### config.mk
export PLATFORM = sky130hd
export DESIGN_NAME = ppo_port
export DESIGN_NICKNAME = d
export VERILOG_FILES = /design/src/ppo_pkg.sv /design/src/ppo_port.sv
export VERILOG_INCLUDE_DIRS = /design/src /design/src/src
export SDC_FILE = /design/constraint.sdc
export NUM_CORES = 1
export LEC_CHECK = 0
export ABC_AREA = 1
export ABC_CLOCK_PERIOD_IN_PS = 1150
export BUFFER_PORTS_ARGS = -buffer_cell sky130_fd_sc_hd__buf_2
export CORE_MARGIN = 2
export CORE_UTILIZATION = 48
export DETAILED_ROUTE_END_ITERATION = 10
export GPL_TIMING_DRIVEN = 1
export PLACE_DENSITY_LB_ADDON = 0.3
export SYNTH_ARGS = -nofsm -noshare
export SYNTH_HDL_FRONTEND = slang
export SYNTH_SLANG_ARGS = --single-unit
export TNS_END_PERCENT = 20
### constraint.sdc
create_clock -name clk_i -period 1.15 [get_ports clk_i]
set_input_delay 0 -clock clk_i [delete_from_list [all_inputs] [get_ports clk_i]]
set_output_delay 0 -clock clk_i [all_outputs]
set_load 0.02 [all_outputs]
### src/ppo_consts.svh
// Constants for the port pin override logic: register offsets, control bit
// positions, reset values and synchroniser timing.
// Assumes inclusion by bare name from the design file; the package does not include it.
`ifndef PPO_CONSTS_SVH
`define PPO_CONSTS_SVH

// Register word offsets on the plain register port
`define PPO_OFS_PIN       2'h0
`define PPO_OFS_DIR       2'h1
`define PPO_OFS_OUT       2'h2
`define PPO_OFS_CTRL      2'h3

// Bit positions in the control register
`define PPO_CTRL_PUD      0
`define PPO_CTRL_AS2      1
`define PPO_CTRL_EXT_CLOCK_IN_SEL    2
`define PPO_CTRL_INTRC    3
`define PPO_CTRL_XTAL     4
`define PPO_CTRL_MASK     8'h1f

// Reset values
`define PPO_RST_DIR       8'h00
`define PPO_RST_OUT       8'h00
`define PPO_RST_CTRL      8'h08

// Pins that carry an alternate function; all eight do on this port
`define PPO_ALT_MASK      8'hff

// Bit map of the alternate functions
`define PPO_BIT_CRYSTAL_OUT   7
`define PPO_BIT_CRYSTAL_IN    6
`define PPO_BIT_SPI_SCK       5
`define PPO_BIT_SPI_MISO      4
`define PPO_BIT_SPI_MOSI      3
`define PPO_BIT_SPI_SS        2
`define PPO_BIT_T1_CMP_A      1
`define PPO_BIT_T1_CAPTURE    0

// Synchroniser depth seen by the wake check, in clock cycles
`define PPO_SYNC_STAGES   2'h2

`endif

### src/ppo_pkg.sv
// Types shared by the port pin override logic.
// Assumes the constants header is on the include path.
package ppo_pkg;
    typedef logic [7:0] ppo_byte_t;
    typedef logic [1:0] ppo_addr_t;
    typedef logic [1:0] ppo_cnt_t;
endpackage

### src/ppo_port.sv
// Eight-pin bidirectional port with peripheral override, sleep clamp and
// crystal-pin takeover of bit 7.
// Assumes overrides come from logic on clk_i and pad inputs are asynchronous.
//
// Contract
// RULE1 - Sleep clamps digital inputs to ground
// RULE2 - Enabled external interrupt pins escape clamp
// RULE3 - Wake with high disabled pin sets flag
// RULE4 - Pull-up override, else dir/latch/disable 010
// RULE5 - Direction override controls output driver
// RULE6 - Value override selects driven pin value
// RULE7 - Toggle override inverts output latch bit
// RULE8 - Input enable override beats sleep state
// RULE9 - Peripherals get unsynchronised post-Schmitt input
// RULE10 - Owning peripheral generates all override signals
// RULE11 - Fixed alternate function map per bit
// RULE12 - Crystal use withdraws bit 7 from I/O
// RULE13 - Async timer oscillator disconnects bit 7
// RULE14 - Clock-pin bit 7 reads back zero
// RULE15 - Bit 7 is pin change source 7
// RULE16 - Reset turns pull-ups off
// RULE17 - Software waits a cycle before readback; the code delays readback of a written value by three cycles
// RULE18 - Direction one output, zero input
// RULE19 - Writing pin sample one toggles latch
// RULE20 - Pins without alternate function ignore overrides
// RULE21 - Toggle override shares software toggle path
`include "ppo_consts.svh"
`timescale 1ns/1ps
`default_nettype none

module ppo_port (
    input  wire logic              clk_i,
    input  wire logic              arst_n_i,
    // Register port
    input  wire ppo_pkg::ppo_addr_t reg_addr_i,
    input  wire ppo_pkg::ppo_byte_t reg_wdata_i,
    input  wire logic              reg_we_i,
    input  wire logic              reg_re_i,
    output logic [7:0]             reg_rdata_o,
    // Peripheral override signals, one bit per pin
    input  wire ppo_pkg::ppo_byte_t pull_up_override_en_i,
    input  wire ppo_pkg::ppo_byte_t pull_up_override_val_i,
    input  wire ppo_pkg::ppo_byte_t dir_override_en_i,
    input  wire ppo_pkg::ppo_byte_t dir_override_val_i,
    input  wire ppo_pkg::ppo_byte_t value_override_en_i,
    input  wire ppo_pkg::ppo_byte_t value_override_val_i,
    input  wire ppo_pkg::ppo_byte_t toggle_override_en_i,
    input  wire ppo_pkg::ppo_byte_t input_en_override_en_i,
    input  wire ppo_pkg::ppo_byte_t input_en_override_val_i,
    // Sleep controller and external interrupt configuration
    input  wire logic              sleep_clamp_i,
    input  wire ppo_pkg::ppo_byte_t ext_int_en_i,
    input  wire ppo_pkg::ppo_byte_t ext_int_edge_cfg_i,
    output logic [7:0]             ext_int_flag_set_o,
    // Pads
    input  wire ppo_pkg::ppo_byte_t pad_i,
    output logic [7:0]             pad_o,
    output logic [7:0]             pad_oe_o,
    output logic [7:0]             pad_pullup_o,
    // Alternate function taps
    output logic [7:0]             alt_fn_input_tap_o,
    output logic                   pin_change_src7_o,
    output logic                   timer_osc_out_pin_o,
    output logic                   crystal_out_pin_o
);
    import ppo_pkg::*;

    // Override selection shared by pull-up, driver, value and input enable
    function automatic ppo_byte_t ovr_sel(input ppo_byte_t en,
                                         input ppo_byte_t val,
                                         input ppo_byte_t dflt);
        ovr_sel = (en & val) | (~en & dflt);
    endfunction

    // Register word decode, shared by every register write path
    function automatic logic reg_hit(input logic      strobe,
                                     input ppo_addr_t addr,
                                     input ppo_addr_t ofs);
        reg_hit = strobe && (addr == ofs);
    endfunction

    ppo_byte_t dir_bit_q;
    ppo_byte_t out_latch_bit_q;
    ppo_byte_t ctrl_q;
    ppo_byte_t pin_sync1_q;
    ppo_byte_t pin_sample_bit_q;
    ppo_byte_t rdata_q;
    ppo_byte_t pad_o_q;
    ppo_byte_t pad_oe_q;
    ppo_byte_t pad_pu_q;
    ppo_byte_t wake_pend_q;
    ppo_byte_t flag_set_q;
    ppo_cnt_t  wake_cnt_q;
    logic      sleep_q;

    logic      pullup_global_off;
    logic      timer2_async_sel;
    logic      ext_clock_in_sel;
    logic      int_rc_sel;
    logic      crystal_sel;
    logic      b7_takeover;
    logic      timer_osc_route;
    ppo_byte_t clock_pin_mask;
    ppo_byte_t alt_mask;

    ppo_byte_t pull_up_override_en;
    ppo_byte_t dir_override_en;
    ppo_byte_t value_override_en;
    ppo_byte_t toggle_override_en;
    ppo_byte_t input_en_override_en;
    ppo_byte_t pull_up_d;
    ppo_byte_t drive_en_d;
    ppo_byte_t drive_val_d;
    ppo_byte_t input_en;
    ppo_byte_t clamped_in;
    ppo_byte_t sw_toggle;
    ppo_byte_t latch_base;
    ppo_byte_t wake_cand;
    logic      wake;

    logic      wr_pin;
    logic      wr_dir;
    logic      wr_out;
    logic      wr_ctrl;

    assign wr_pin  = reg_hit(reg_we_i, reg_addr_i, `PPO_OFS_PIN);
    assign wr_dir  = reg_hit(reg_we_i, reg_addr_i, `PPO_OFS_DIR);
    assign wr_out  = reg_hit(reg_we_i, reg_addr_i, `PPO_OFS_OUT);
    assign wr_ctrl = reg_hit(reg_we_i, reg_addr_i, `PPO_OFS_CTRL);

    assign pullup_global_off = ctrl_q[`PPO_CTRL_PUD];
    assign timer2_async_sel  = ctrl_q[`PPO_CTRL_AS2];
    assign ext_clock_in_sel  = ctrl_q[`PPO_CTRL_EXT_CLOCK_IN_SEL];
    assign int_rc_sel        = ctrl_q[`PPO_CTRL_INTRC];
    assign crystal_sel       = ctrl_q[`PPO_CTRL_XTAL];

    // RULE13 async oscillator route
    assign timer_osc_route = int_rc_sel & timer2_async_sel & ~ext_clock_in_sel;
    // RULE12 crystal pin takeover
    assign b7_takeover = (crystal_sel & ~int_rc_sel) | timer_osc_route;
    assign clock_pin_mask = {b7_takeover, 7'h00};

    // RULE20 mask unused overrides
    assign alt_mask = `PPO_ALT_MASK;

    // RULE10 peripheral-owned overrides
    assign pull_up_override_en  = (pull_up_override_en_i & alt_mask) | clock_pin_mask;
    assign dir_override_en  = (dir_override_en_i & alt_mask) | clock_pin_mask;
    assign value_override_en  = value_override_en_i & alt_mask & ~clock_pin_mask;
    assign toggle_override_en  = toggle_override_en_i & alt_mask & ~clock_pin_mask;
    assign input_en_override_en = (input_en_override_en_i & alt_mask) | clock_pin_mask;

    // RULE4 pull-up decision
    assign pull_up_d = ovr_sel(pull_up_override_en, pull_up_override_val_i & ~clock_pin_mask,
                               ~dir_bit_q & out_latch_bit_q
                               & {8{~pullup_global_off}});

    // RULE5 driver enable
    // RULE18 direction bit sets driver
    assign drive_en_d = ovr_sel(dir_override_en, dir_override_val_i & ~clock_pin_mask,
                                dir_bit_q);

    // RULE6 driven value
    assign drive_val_d = ovr_sel(value_override_en, value_override_val_i, out_latch_bit_q)
                         & drive_en_d;

    // RULE1 sleep clamp
    // RULE2 interrupt pins escape
    // RULE8 input enable override
    assign input_en = ovr_sel(input_en_override_en, input_en_override_val_i & ~clock_pin_mask,
                              {8{~sleep_clamp_i}} | ext_int_en_i);

    // Clamp sits ahead of the Schmitt trigger, so the tap and the
    // synchroniser both see ground while the input is disabled.
    assign clamped_in = pad_i & input_en;

    // RULE9 unsynchronised tap
    assign alt_fn_input_tap_o = clamped_in;
    // RULE15 pin change source
    assign pin_change_src7_o = clamped_in[`PPO_BIT_CRYSTAL_OUT];
    // RULE11 bit 7 oscillator routing
    assign timer_osc_out_pin_o = timer_osc_route;
    assign crystal_out_pin_o   = crystal_sel & ~int_rc_sel;

    // RULE19 software toggle path
    assign sw_toggle  = wr_pin ? reg_wdata_i : 8'h00;
    assign latch_base = wr_out ? reg_wdata_i : out_latch_bit_q;

    always_ff @(posedge clk_i or negedge arst_n_i) begin
        if (!arst_n_i) begin
            dir_bit_q <= `PPO_RST_DIR;
        end else if (wr_dir) begin
            dir_bit_q <= reg_wdata_i & ~clock_pin_mask;
        end
    end

    // RULE16 latch cleared in reset
    // RULE7 toggle override
    // RULE21 same toggle path
    always_ff @(posedge clk_i or negedge arst_n_i) begin
        if (!arst_n_i) begin
            out_latch_bit_q <= `PPO_RST_OUT;
        end else begin
            out_latch_bit_q <= (latch_base ^ sw_toggle ^ toggle_override_en) & ~clock_pin_mask;
        end
    end

    always_ff @(posedge clk_i or negedge arst_n_i) begin
        if (!arst_n_i) begin
            ctrl_q <= `PPO_RST_CTRL;
        end else if (wr_ctrl) begin
            ctrl_q <= reg_wdata_i & `PPO_CTRL_MASK;
        end
    end

    // Two-stage synchroniser; a written value shows up three cycles later than
    // a write-then-read back to back would expect; the pad register adds one of them.
    // RULE17 readback lags write
    always_ff @(posedge clk_i or negedge arst_n_i) begin
        if (!arst_n_i) begin
            pin_sync1_q <= 8'h00;
        end else begin
            pin_sync1_q <= clamped_in;
        end
    end

    // Only this stage may read the first flop
    always_ff @(posedge clk_i or negedge arst_n_i) begin
        if (!arst_n_i) begin
            pin_sample_bit_q <= 8'h00;
        end else begin
            pin_sample_bit_q <= pin_sync1_q;
        end
    end

    // RULE14 clock pin reads zero
    always_ff @(posedge clk_i or negedge arst_n_i) begin
        if (!arst_n_i) begin
            rdata_q <= 8'h00;
        end else if (reg_re_i) begin
            case (reg_addr_i)
                `PPO_OFS_PIN: begin
                    rdata_q <= pin_sample_bit_q & ~clock_pin_mask;
                end
                `PPO_OFS_DIR: begin
                    rdata_q <= dir_bit_q & ~clock_pin_mask;
                end
                `PPO_OFS_OUT: begin
                    rdata_q <= out_latch_bit_q & ~clock_pin_mask;
                end
                `PPO_OFS_CTRL: begin
                    rdata_q <= ctrl_q;
                end
                default: begin
                    rdata_q <= 8'h00;
                end
            endcase
        end else begin
            rdata_q <= 8'h00;
        end
    end

    // Pad controls are registered so reset forces tri-state with no
    // pull-up, at the cost of one cycle of latency on overrides.
    // RULE16 pull-up off in reset
    always_ff @(posedge clk_i or negedge arst_n_i) begin
        if (!arst_n_i) begin
            pad_pu_q <= 8'h00;
        end else begin
            pad_pu_q <= pull_up_d & ~drive_en_d;
        end
    end

    always_ff @(posedge clk_i or negedge arst_n_i) begin
        if (!arst_n_i) begin
            pad_o_q <= 8'h00;
        end else begin
            pad_o_q <= drive_val_d;
        end
    end

    // Tri-state in reset, even with no clock running
    always_ff @(posedge clk_i or negedge arst_n_i) begin
        if (!arst_n_i) begin
            pad_oe_q <= 8'h00;
        end else begin
            pad_oe_q <= drive_en_d;
        end
    end

    // Wake from a clamping sleep: the clamp release is itself an edge, so a
    // high pin whose interrupt is off but edge-armed raises its flag once
    // the synchroniser has caught up.
    // RULE3 wake flag
    assign wake      = sleep_q & ~sleep_clamp_i;
    assign wake_cand = ~ext_int_en_i & ext_int_edge_cfg_i;

    always_ff @(posedge clk_i or negedge arst_n_i) begin
        if (!arst_n_i) begin
            sleep_q <= 1'b0;
        end else begin
            sleep_q <= sleep_clamp_i;
        end
    end

    // Candidates are frozen at the wake edge and held until the count ends
    always_ff @(posedge clk_i or negedge arst_n_i) begin
        if (!arst_n_i) begin
            wake_pend_q <= 8'h00;
        end else if (wake) begin
            wake_pend_q <= wake_cand;
        end else if (wake_cnt_q == 2'h0) begin
            wake_pend_q <= 8'h00;
        end
    end

    // Lets the synchroniser catch up with the released clamp
    always_ff @(posedge clk_i or negedge arst_n_i) begin
        if (!arst_n_i) begin
            wake_cnt_q <= 2'h0;
        end else if (wake) begin
            wake_cnt_q <= `PPO_SYNC_STAGES;
        end else if (wake_cnt_q != 2'h0) begin
            wake_cnt_q <= wake_cnt_q - 2'h1;
        end
    end

    always_ff @(posedge clk_i or negedge arst_n_i) begin
        if (!arst_n_i) begin
            flag_set_q <= 8'h00;
        end else if (wake_cnt_q == 2'h1) begin
            flag_set_q <= wake_pend_q & pin_sample_bit_q;
        end else begin
            flag_set_q <= 8'h00;
        end
    end

    assign reg_rdata_o        = rdata_q;
    assign pad_o              = pad_o_q;
    assign pad_oe_o           = pad_oe_q;
    assign pad_pullup_o       = pad_pu_q;
    assign ext_int_flag_set_o = flag_set_q;

endmodule

`default_nettype wire

Word level (Yosys, flattened, before mapping)
Index checks and enable logic that the tools add are counted.

Input bits: 111. Logic and storage cells: 88. Bits in registers: 88. Output and inout bits: 51.

Bitwise operators: 52. Muxes and demuxes: 9. Equal/unequal tests: 4. Reductions and logical operators: 9. Add/subtract/negate cells: 1.

Operators with widths (count): bitwise AND 8 bit (25); inverter 8 bit (8); OR 8 bit (8); 2-to-1 mux 8 bit (6); one-hot mux 8 bit (4 select lines) (1); bitwise XOR 8 bit (2); nonzero test 2 bit (3); bitwise AND 1 bit (4); == test 2 x 1 -> 1 bit (second input constant) (2); == test 2 bit (second input constant) (2); logical AND 1 bit (4); logical NOT 2 bit (2); 2-to-1 mux 2 bit (2); inverter 1 bit (4); subtractor 2 x 1 -> 2 bit (second input constant) (1); OR 1 bit (1).

Logic depth before layout (Yosys ltp)
Gate-level depths: netlist of the first run.

Depth after elaboration: 9. Gate-level depth with buffers: 10. Depth with buffers taken out: 9.

Worst setup path before layout of the first run
OpenSTA, ideal clock, no wires.

Path type: register -> output. Start: reg ctrl_q[3]. End: out alt_fn_input_tap_o[7]. Slack: -0.297 ns. Required time: 1.150 ns. Stages on the path, launching flop included: 4. Buffers on the path: 1. Arrival: 1.447 ns. Cell sequence: dfstp_2 > o21ai_2 > nor3_1 > buf_4.

Cells in the longest elaborated chain, start to end: 8. Elaborated cells on any way between the ends: 13. Those cells by class: bitwise (13).

RTL lines: start, declared (line ppo_port.sv:84) `ppo_byte_t ctrl_q;`; start signal, assigned (line ppo_port.sv:210) `` ctrl_q <= `PPO_RST_CTRL; ``; start signal, assigned (line ppo_port.sv:212) `` ctrl_q <= reg_wdata_i & `PPO_CTRL_MASK; ``; bitwise AND 1 bit or inverter 1 bit (tied branches) (line ppo_port.sv:138, ppo_port.sv:140); bitwise AND 1 bit, on equally long branches (line ppo_port.sv:138, ppo_port.sv:140); OR 1 bit (*) (line ppo_port.sv:140) `assign b7_takeover = (crystal_sel & ~int_rc_sel) | timer_osc_route;`; inverter 8 bit or OR 8 bit (tied branches) (line ppo_port.sv:170, ppo_port.sv:151); bitwise AND 8 bit or inverter 8 bit (tied branches) (line ppo_port.sv:170, ppo_port.sv:72); bitwise AND 8 bit (line ppo_port.sv:72) `ovr_sel = (en & val) | (~en & dflt);`; OR 8 bit (*) (line ppo_port.sv:72); bitwise AND 8 bit (*) (line ppo_port.sv:175) `assign clamped_in = pad_i & input_en;`; end, declared (line ppo_port.sv:61) `output logic [7:0] alt_fn_input_tap_o,`.

Every way passes the cells marked *; elsewhere a longest branch is shown, timed or not.

Final worst setup path of the first run
Start: reg ctrl_q[3]. End: out pin_change_src7_o.

Cells in the longest elaborated chain, start to end: 8. Elaborated cells on any way between the ends: 13. Those cells by class: bitwise (13).

RTL lines: bitwise AND 1 bit or inverter 1 bit (tied branches) (line ppo_port.sv:138, ppo_port.sv:140); bitwise AND 1 bit, on equally long branches (line ppo_port.sv:138, ppo_port.sv:140); OR 1 bit (*) (line ppo_port.sv:140); inverter 8 bit or OR 8 bit (tied branches) (line ppo_port.sv:170, ppo_port.sv:151); bitwise AND 8 bit or inverter 8 bit (tied branches) (line ppo_port.sv:170, ppo_port.sv:72); bitwise AND 8 bit (line ppo_port.sv:72); OR 8 bit (*) (line ppo_port.sv:72); bitwise AND 8 bit (*) (line ppo_port.sv:175); end, declared (line ppo_port.sv:62) `output logic pin_change_src7_o,`.

Marked as above.

==> qor.yml, run 1 <==
status:
  outcome: "finished, violations left"
  violations: "hold timing, setup timing"
global_route:
  grt_usage_pct: 29.6
  grt_pass1_wl_um: 20500
  grt_max_degree: 51
  gr-total-overflow: 0
  grt_pass1_vias: 4493
  antenna_found_initial: 0
floorplanning:
  chipWidth_um: 95.1
  die_area_sq_um: 9050
  rows: 33
  initial_core_util_pct: 49.0
  core_sq_um: 8130
  io-pin-count: 162
  die_height_um: 95.1
yosys:
  synth_warnings: 0
  synthSimpleGateAreaFrac_pct: 21.1
  synthAdderAreaFrac_pct: 2.20
  synth-seq-cells: 88
  yosys-mux-area-fraction_pct: 2.23
  synth_area_per_cell_sq_um: 8.88
  syn_inst: 449
  netlist_area_sq_um: 3990
  syn-num-nets: 567
  synth_top_family_by_area: "simple AND/OR/NAND/NOR gates"
  synth.yosys.seq_area_share_pct: 55.3
  synth_edf_count: 0
  ys_top_cells_by_area: "dfrtp_1 55%, nand2_1 11%, inv_1 5.8%"
  synth-async-reset-ratio_pct: 100
  yosysMostFrequentCell: "nand2_1"
  synth_compound_gate_area_share_pct: 10.9
  ys.flop_type: "dfrtp_1"
  synth_cell_types: 28
  synth_top_cell_area_share_pct: 54.6
  synth_commonest_cells: "114 x nand2_1, 87 x dfrtp_1, 62 x inv_1"
  synth_top_area_cell: "dfrtp_1"
  synth_xor_area_share_pct: 0
clocking:
  clock_path_buffers: 2
  clockRootBuffer: "clkbuf_8"
  path_clk_slew_ns: 0.08
  tritoncts: "done"
  cts.sinks: 88
  clkLatencyLatePin_ns: 0.35
  cts_buffers: 9
  htree_levels: 3
critical_path:
  path_class: "flop to output pin"
  critPathTopFamily: "flip-flops"
  crit_slowest_cell: "dfstp_2"
  cpPeakStageDelay_ns: 0.57
  worstPathCellList: "o21ai_4 > buf_12 > nor3_4 > buf_6"
  crit_path_end_kind: "output pin"
  arrival_ns: 1.46
  cp_max_fo: 3
  crit_buf_inv: 2
  cp-start-kind: "flop"
  cp.required_ns: 1.15
timing:
  final.min_clock_period_ns: 1.46
  max_freq_mhz: 683
  timing.final.crit_share_pct: 127
  whs_ns: -0.0197
  fin_skew_ns: 0.00923
  rsz0062_at_grt: "true"
  maxSlewHeadroom_pct: 71.7
  slew_violations: 0
  setup_ws_ns: -0.315
  final_hold_viol_count: 1
  setup_viol: 9
  worstMarginPinSlew_ns: 0.420
route:
  wl_per_cell_um: 15.3
  detail-route-antenna-nets: 0
  wl_um: 12900
  vias_per_cell: 4.98
  dr.pass1.iters: 4
  vias: 4202
  drcViolationCount: 0
  drtIter0Drc: 226
placed_design:
  dpl_cell_area_sq_um: 5010
  dp_hpwl_um: 7300
  place_congestion: 0.816
  portBuffers: 161
power:
  p_int_uw: 5570
  swShare_pct: 31.1
  power.leakage_uw: 0.00346
  clockPowerShare_pct: 25.9
  p_seq_share_pct: 46.0
  peakVddDrop_uv: 651
  pwr-share-comb_pct: 28.0
  power_per_cell_area_nw_per_um2: 1270
  power_switching_uw: 2510
flow_run:
  drv_cap: 0
cells_and_area:
  drive_above_1_share_pct: 30.1
  area_growth_pct: 59.5
  fin_nets: 851
  fin_area_sq_um: 6360
  antenna_cells: 0
worst_hold_path:
  hp-class: "input port to flop"
-- layout make-up --
class,count,area (sq um)
fill,527,1770
inverter,66,256
timing repair buffer,284,2080
multi-input combinational,284,1500
tap,105,131
sequential,88,2200
clock inverter,1,30.0
clock buffer,15,156
-- placed cells by master (no fill, tap or decap), drive strengths merged, types with 3 or more instances in the layout --
cell,instances
nand2,116
dfrtp,87
a21oi,18
mux2,7
inv,65
nand3,40
o21ai,44
nor3,3
nor2,24
dlymetal6s4s,6
dlygate4sd3,100
a31oi,13
buf,178
nand3b,7
clkbuf,15
ha,7
-- metrics by stage --
stage	util (%)	cells	setup TNS, ns	worst slack [ns]	power (uW)
2_1_floorplan	-	449	0	0.0515	4840
3_3_place_gp	61.6	719	0	0.0151	5520
3_5_place_dp	61.6	719	-0.0577	-0.0500	5600
4_1_cts	77.5	843	-1.20	-0.326	7990
5_1_grt	78.2	843	-1.75	-0.402	8520
6_report	78.2	843	-1.01	-0.315	8080
-- routing by layer --
| layer | vias to the layer above | GRT usage [%] | share of wire (%) |
|---|---|---|---|
| met5 | - | 0 | 0 |
| met3 | 28 | 5.85 | 7.4 |
| met1 | 1964 | 32.6 | 37 |
| li1 | 2004 | - | - |
| met4 | 0 | 13.9 | 2.2 |
| met2 | 206 | 54.4 | 54 |
-- repair_timing --
action                                  in CTS  in global routing
endpoints found under the setup margin       4                 32
pin swaps                                    1                  2
cloned                                       0                  0
hold endpoints to repair                   154                  0
resized for setup                            7                 24
hold buffers                               107                  0
setup buffers                                1                  2
-- kinds of logic (layout without fill, tap and decap cells) --
logic type	after synthesis	count (layout)
AO/OA/AOI/OAI	77	77
adder cells (fa/ha/maj)	7	7
buffers and inverters	77	366
flip-flops	88	88
multiplexers	8	8
AND/OR/NAND/NOR	192	192
-- worst min-delay path: stages --
cell	delay (ns)
buf_2	0.10
inv_1	0.08
a31oi_2	0.10
-- power groups by stage --
| stage | registers, uW | clock network [uW] | logic [uW] |
|---|---|---|---|
| detailed placement | 3760 | 0 | 1840 |
| CTS | 3700 | 2130 | 2170 |
| floorplan | 3870 | 0 | 973 |
| global route | 3760 | 2250 | 2510 |
| global placement | 3740 | 0 | 1780 |
| finish | 3720 | 2100 | 2260 |
-- final timing paths --
path                                           start                     to  slack (ns)  cells past startpoint
max in group asynchronous                   arst_n_i  ext_int_flag_set_o[5]        0.52                      3
hold reg to reg                       pin_sync1_q[1]    pin_sample_bit_q[1]        0.35                      0
min in group asynchronous                   arst_n_i            pad_oe_o[3]        0.04                      2
hold / removal             input_en_override_en_i[3]         pin_sync1_q[3]       -0.02                      3
setup / recovery                           ctrl_q[3]      pin_change_src7_o       -0.31                      4
setup reg to reg                           ctrl_q[3]               pad_o[7]       -0.05                      5
-- state kept, by name, indices dropped and copies added, names as in the netlist --
register,flops
pin_sample_bit_q,8
reg_rdata_o,8
ctrl_q,5
pin_sync1_q,8
pad_oe_o,8
dir_bit_q,8
pad_o,8
wake_cnt_q,2
pad_pullup_o,8
out_latch_bit_q,8
wake_pend_q,8
ext_int_flag_set_o,8
sleep_q,1
Power figures use the tool's default switching activity.
==> run 2: changes to the inputs <==
--- a/config.mk
+++ b/config.mk
@@ -7,10 +7,11 @@
 export NUM_CORES = 1
 export LEC_CHECK = 0
 export ABC_AREA = 1
-export ABC_CLOCK_PERIOD_IN_PS = 1150
+export ABC_CLOCK_PERIOD_IN_PS = 1500
 export BUFFER_PORTS_ARGS = -buffer_cell sky130_fd_sc_hd__buf_2
 export CORE_MARGIN = 2
-export CORE_UTILIZATION = 48
+export CORE_UTILIZATION = 30
+export CTS_BUF_LIST = sky130_fd_sc_hd__clkbuf_2 sky130_fd_sc_hd__clkbuf_4 sky130_fd_sc_hd__clkbuf_8
 export DETAILED_ROUTE_END_ITERATION = 10
 export GPL_TIMING_DRIVEN = 1
 export PLACE_DENSITY_LB_ADDON = 0.3
==> constraint.sdc (replaced) <==
create_clock -name clk_i -period 1.5 [get_ports clk_i]
set_input_delay 0 -clock clk_i [delete_from_list [all_inputs] [get_ports clk_i]]
set_output_delay 0 -clock clk_i [all_outputs]
set_load 0.02 [all_outputs]
==> qor.yml, run 2 (synthesis gave the netlist of run 1 again) <==
critical_path:
  r2r_end: "pad_o[3]"
  rr_worst_depth: 4
  r2r_setup_slack_ns: 0.04
  crit_path_end_kind: "flop"
  path_class: "flop to flop"
  cp.required_ns: 1.77
  cp-start-kind: "flop"
  worstReg2RegStart: "out_latch_bit_q[3]"
  cp_max_fo: 4
  arrival_ns: 1.73
cells_and_area:
  fin_nets: 848
  num-fill-cells: 1234
  antenna_cells: 0
  drive_above_1_share_pct: 29.5
  fin_area_sq_um: 6360
  final_cell_mix: "158 x buf_2, 114 x nand2_1, 104 x dlygate4sd3_1"
  final_common_cell: "buf_2"
  area_growth_pct: 59.6
floorplanning:
  rows: 42
  die_area_sq_um: 14200
  initial_core_util_pct: 30.5
  io-pin-count: 162
  chipWidth_um: 119
  core_sq_um: 13100
  die_height_um: 119
timing:
  worstMarginPinSlew_ns: 0.525
  rsz0062_at_grt: "true"
  slew_violations: 0
  setup_ws_ns: 0.0418
  final_hold_viol_count: 0
  whs_ns: 0.0451
  final.min_clock_period_ns: 1.46
  max_freq_mhz: 686
  setup_viol: 0
  fin_tns_setup_ns: 0
  timing.final.crit_share_pct: 97.2
  fin_skew_ns: 0.00949
  maxSlewHeadroom_pct: 65.0
worst_hold_path:
  worstHoldPathCells: 5
  hp-class: "input port to flop"
  whs_endpoint: "out_latch_bit_q[7]"
  min_from: "toggle_override_en_i[7]"
flow_run:
  drv_cap: 0
clocking:
  clkLatencyLatePin_ns: 0.37
  tritoncts: "done"
  cts.sinks: 88
  path_clk_slew_ns: 0.08
  htree_levels: 3
  cts_buffers: 9
  clockRootBuffer: "clkbuf_8"
  clock_path_buffers: 2
global_route:
  grt_pass1_vias: 4219
  grt_max_degree: 39
  grt_usage_pct: 17.7
  gr-total-overflow: 0
  antenna_found_initial: 0
  grt_pass1_wl_um: 19500
placed_design:
  dp_hpwl_um: 8100
  portBuffers: 161
  dpl_cell_area_sq_um: 5010
  place_congestion: 0.845
  dp_slack_ns: 0.193
status:
  outcome: "finished clean"
power:
  p_seq_share_pct: 46.7
  power.total_uw: 6110
  peakVddDrop_uv: 541
  pwr-share-comb_pct: 27.7
  clockPowerShare_pct: 25.6
  power_per_cell_area_nw_per_um2: 961
  power.leakage_uw: 0.00342
  power_switching_uw: 1920
  swShare_pct: 31.5
  p_int_uw: 4190
route:
  drtIter0Drc: 151
  vias: 4003
  vias_per_cell: 4.39
  dr.pass1.iters: 5
  drcViolationCount: 0
  wl_um: 11900
  wl_per_cell_um: 13.1
  detail-route-antenna-nets: 0
## run 2: layout make-up
type                    count  area [sq um]  share of cell area [%]
well taps                 176           220                    3.46
inverters                  66           253                    3.97
multi-input cells         284          1490                    23.4
repair buffers            281          2010                    31.5
clock inverters             3          15.0                   0.236
flip-flops and latches     88          2200                    34.7
clock buffers              13           173                    2.71
## run 2: power groups by stage
stage          Clock (uW)  Sequential [uW]  Combinational [uW]
3_3_place_gp            0             2880                1330
3_5_place_dp            0             2900                1370
2_1_floorplan           0             2970                 739
6_report             1570             2850                1690
4_1_cts              1630             2850                1660
5_1_grt              1730             2900                1890
## run 2: metrics by stage
step / cells / utilization, %
finish: 911 / 48.6
floorplan: 449 / -
global placement: 783 / 38.3
detailed placement: 783 / 38.3
global route: 911 / 48.6
CTS: 909 / 48.2
## run 2: worst max-delay path by stage
stage | start | to | slack [ns] | depth (start not counted)
after floorplan | ctrl_q[3] | alt_fn_input_tap_o[7] | 0.05 | 3
after global placement | ctrl_q[3] | pad_o[7] | 0.25 | 4
after detailed placement | reg_addr_i[0] | out_latch_bit_q[3] | 0.19 | 9
after CTS | ctrl_q[3] | alt_fn_input_tap_o[7] | 0.008 | 4
after global routing | out_latch_bit_q[3] | pad_o[3] | -0.02 | 4
final | out_latch_bit_q[3] | pad_o[3] | 0.04 | 4
## run 2: critical path, cell delays in order (launching register included)
cell	delay (ns)
dfrtp_1	0.43
mux2_2	0.28
dlygate4sd3_1	0.56
nand2_1	0.06
inv_1	0.03
## run 2: what timing repair did
item,CTS,global route
endpoints found under the setup margin,2,11
hold buffers,108,0
setup buffers,2,2
gates resized for setup,3,12
endpoints found under the hold margin,101,0
pin swaps,0,1
## run 2: routing by layer
metal	vias to the layer above	track usage [%]	wire length [um]
li1	1995	-	-
met1	1859	20.1	4850
met2	133	31.9	6070
met3	16	4.12	766
met4	0	6.85	257
met5	-	0	0
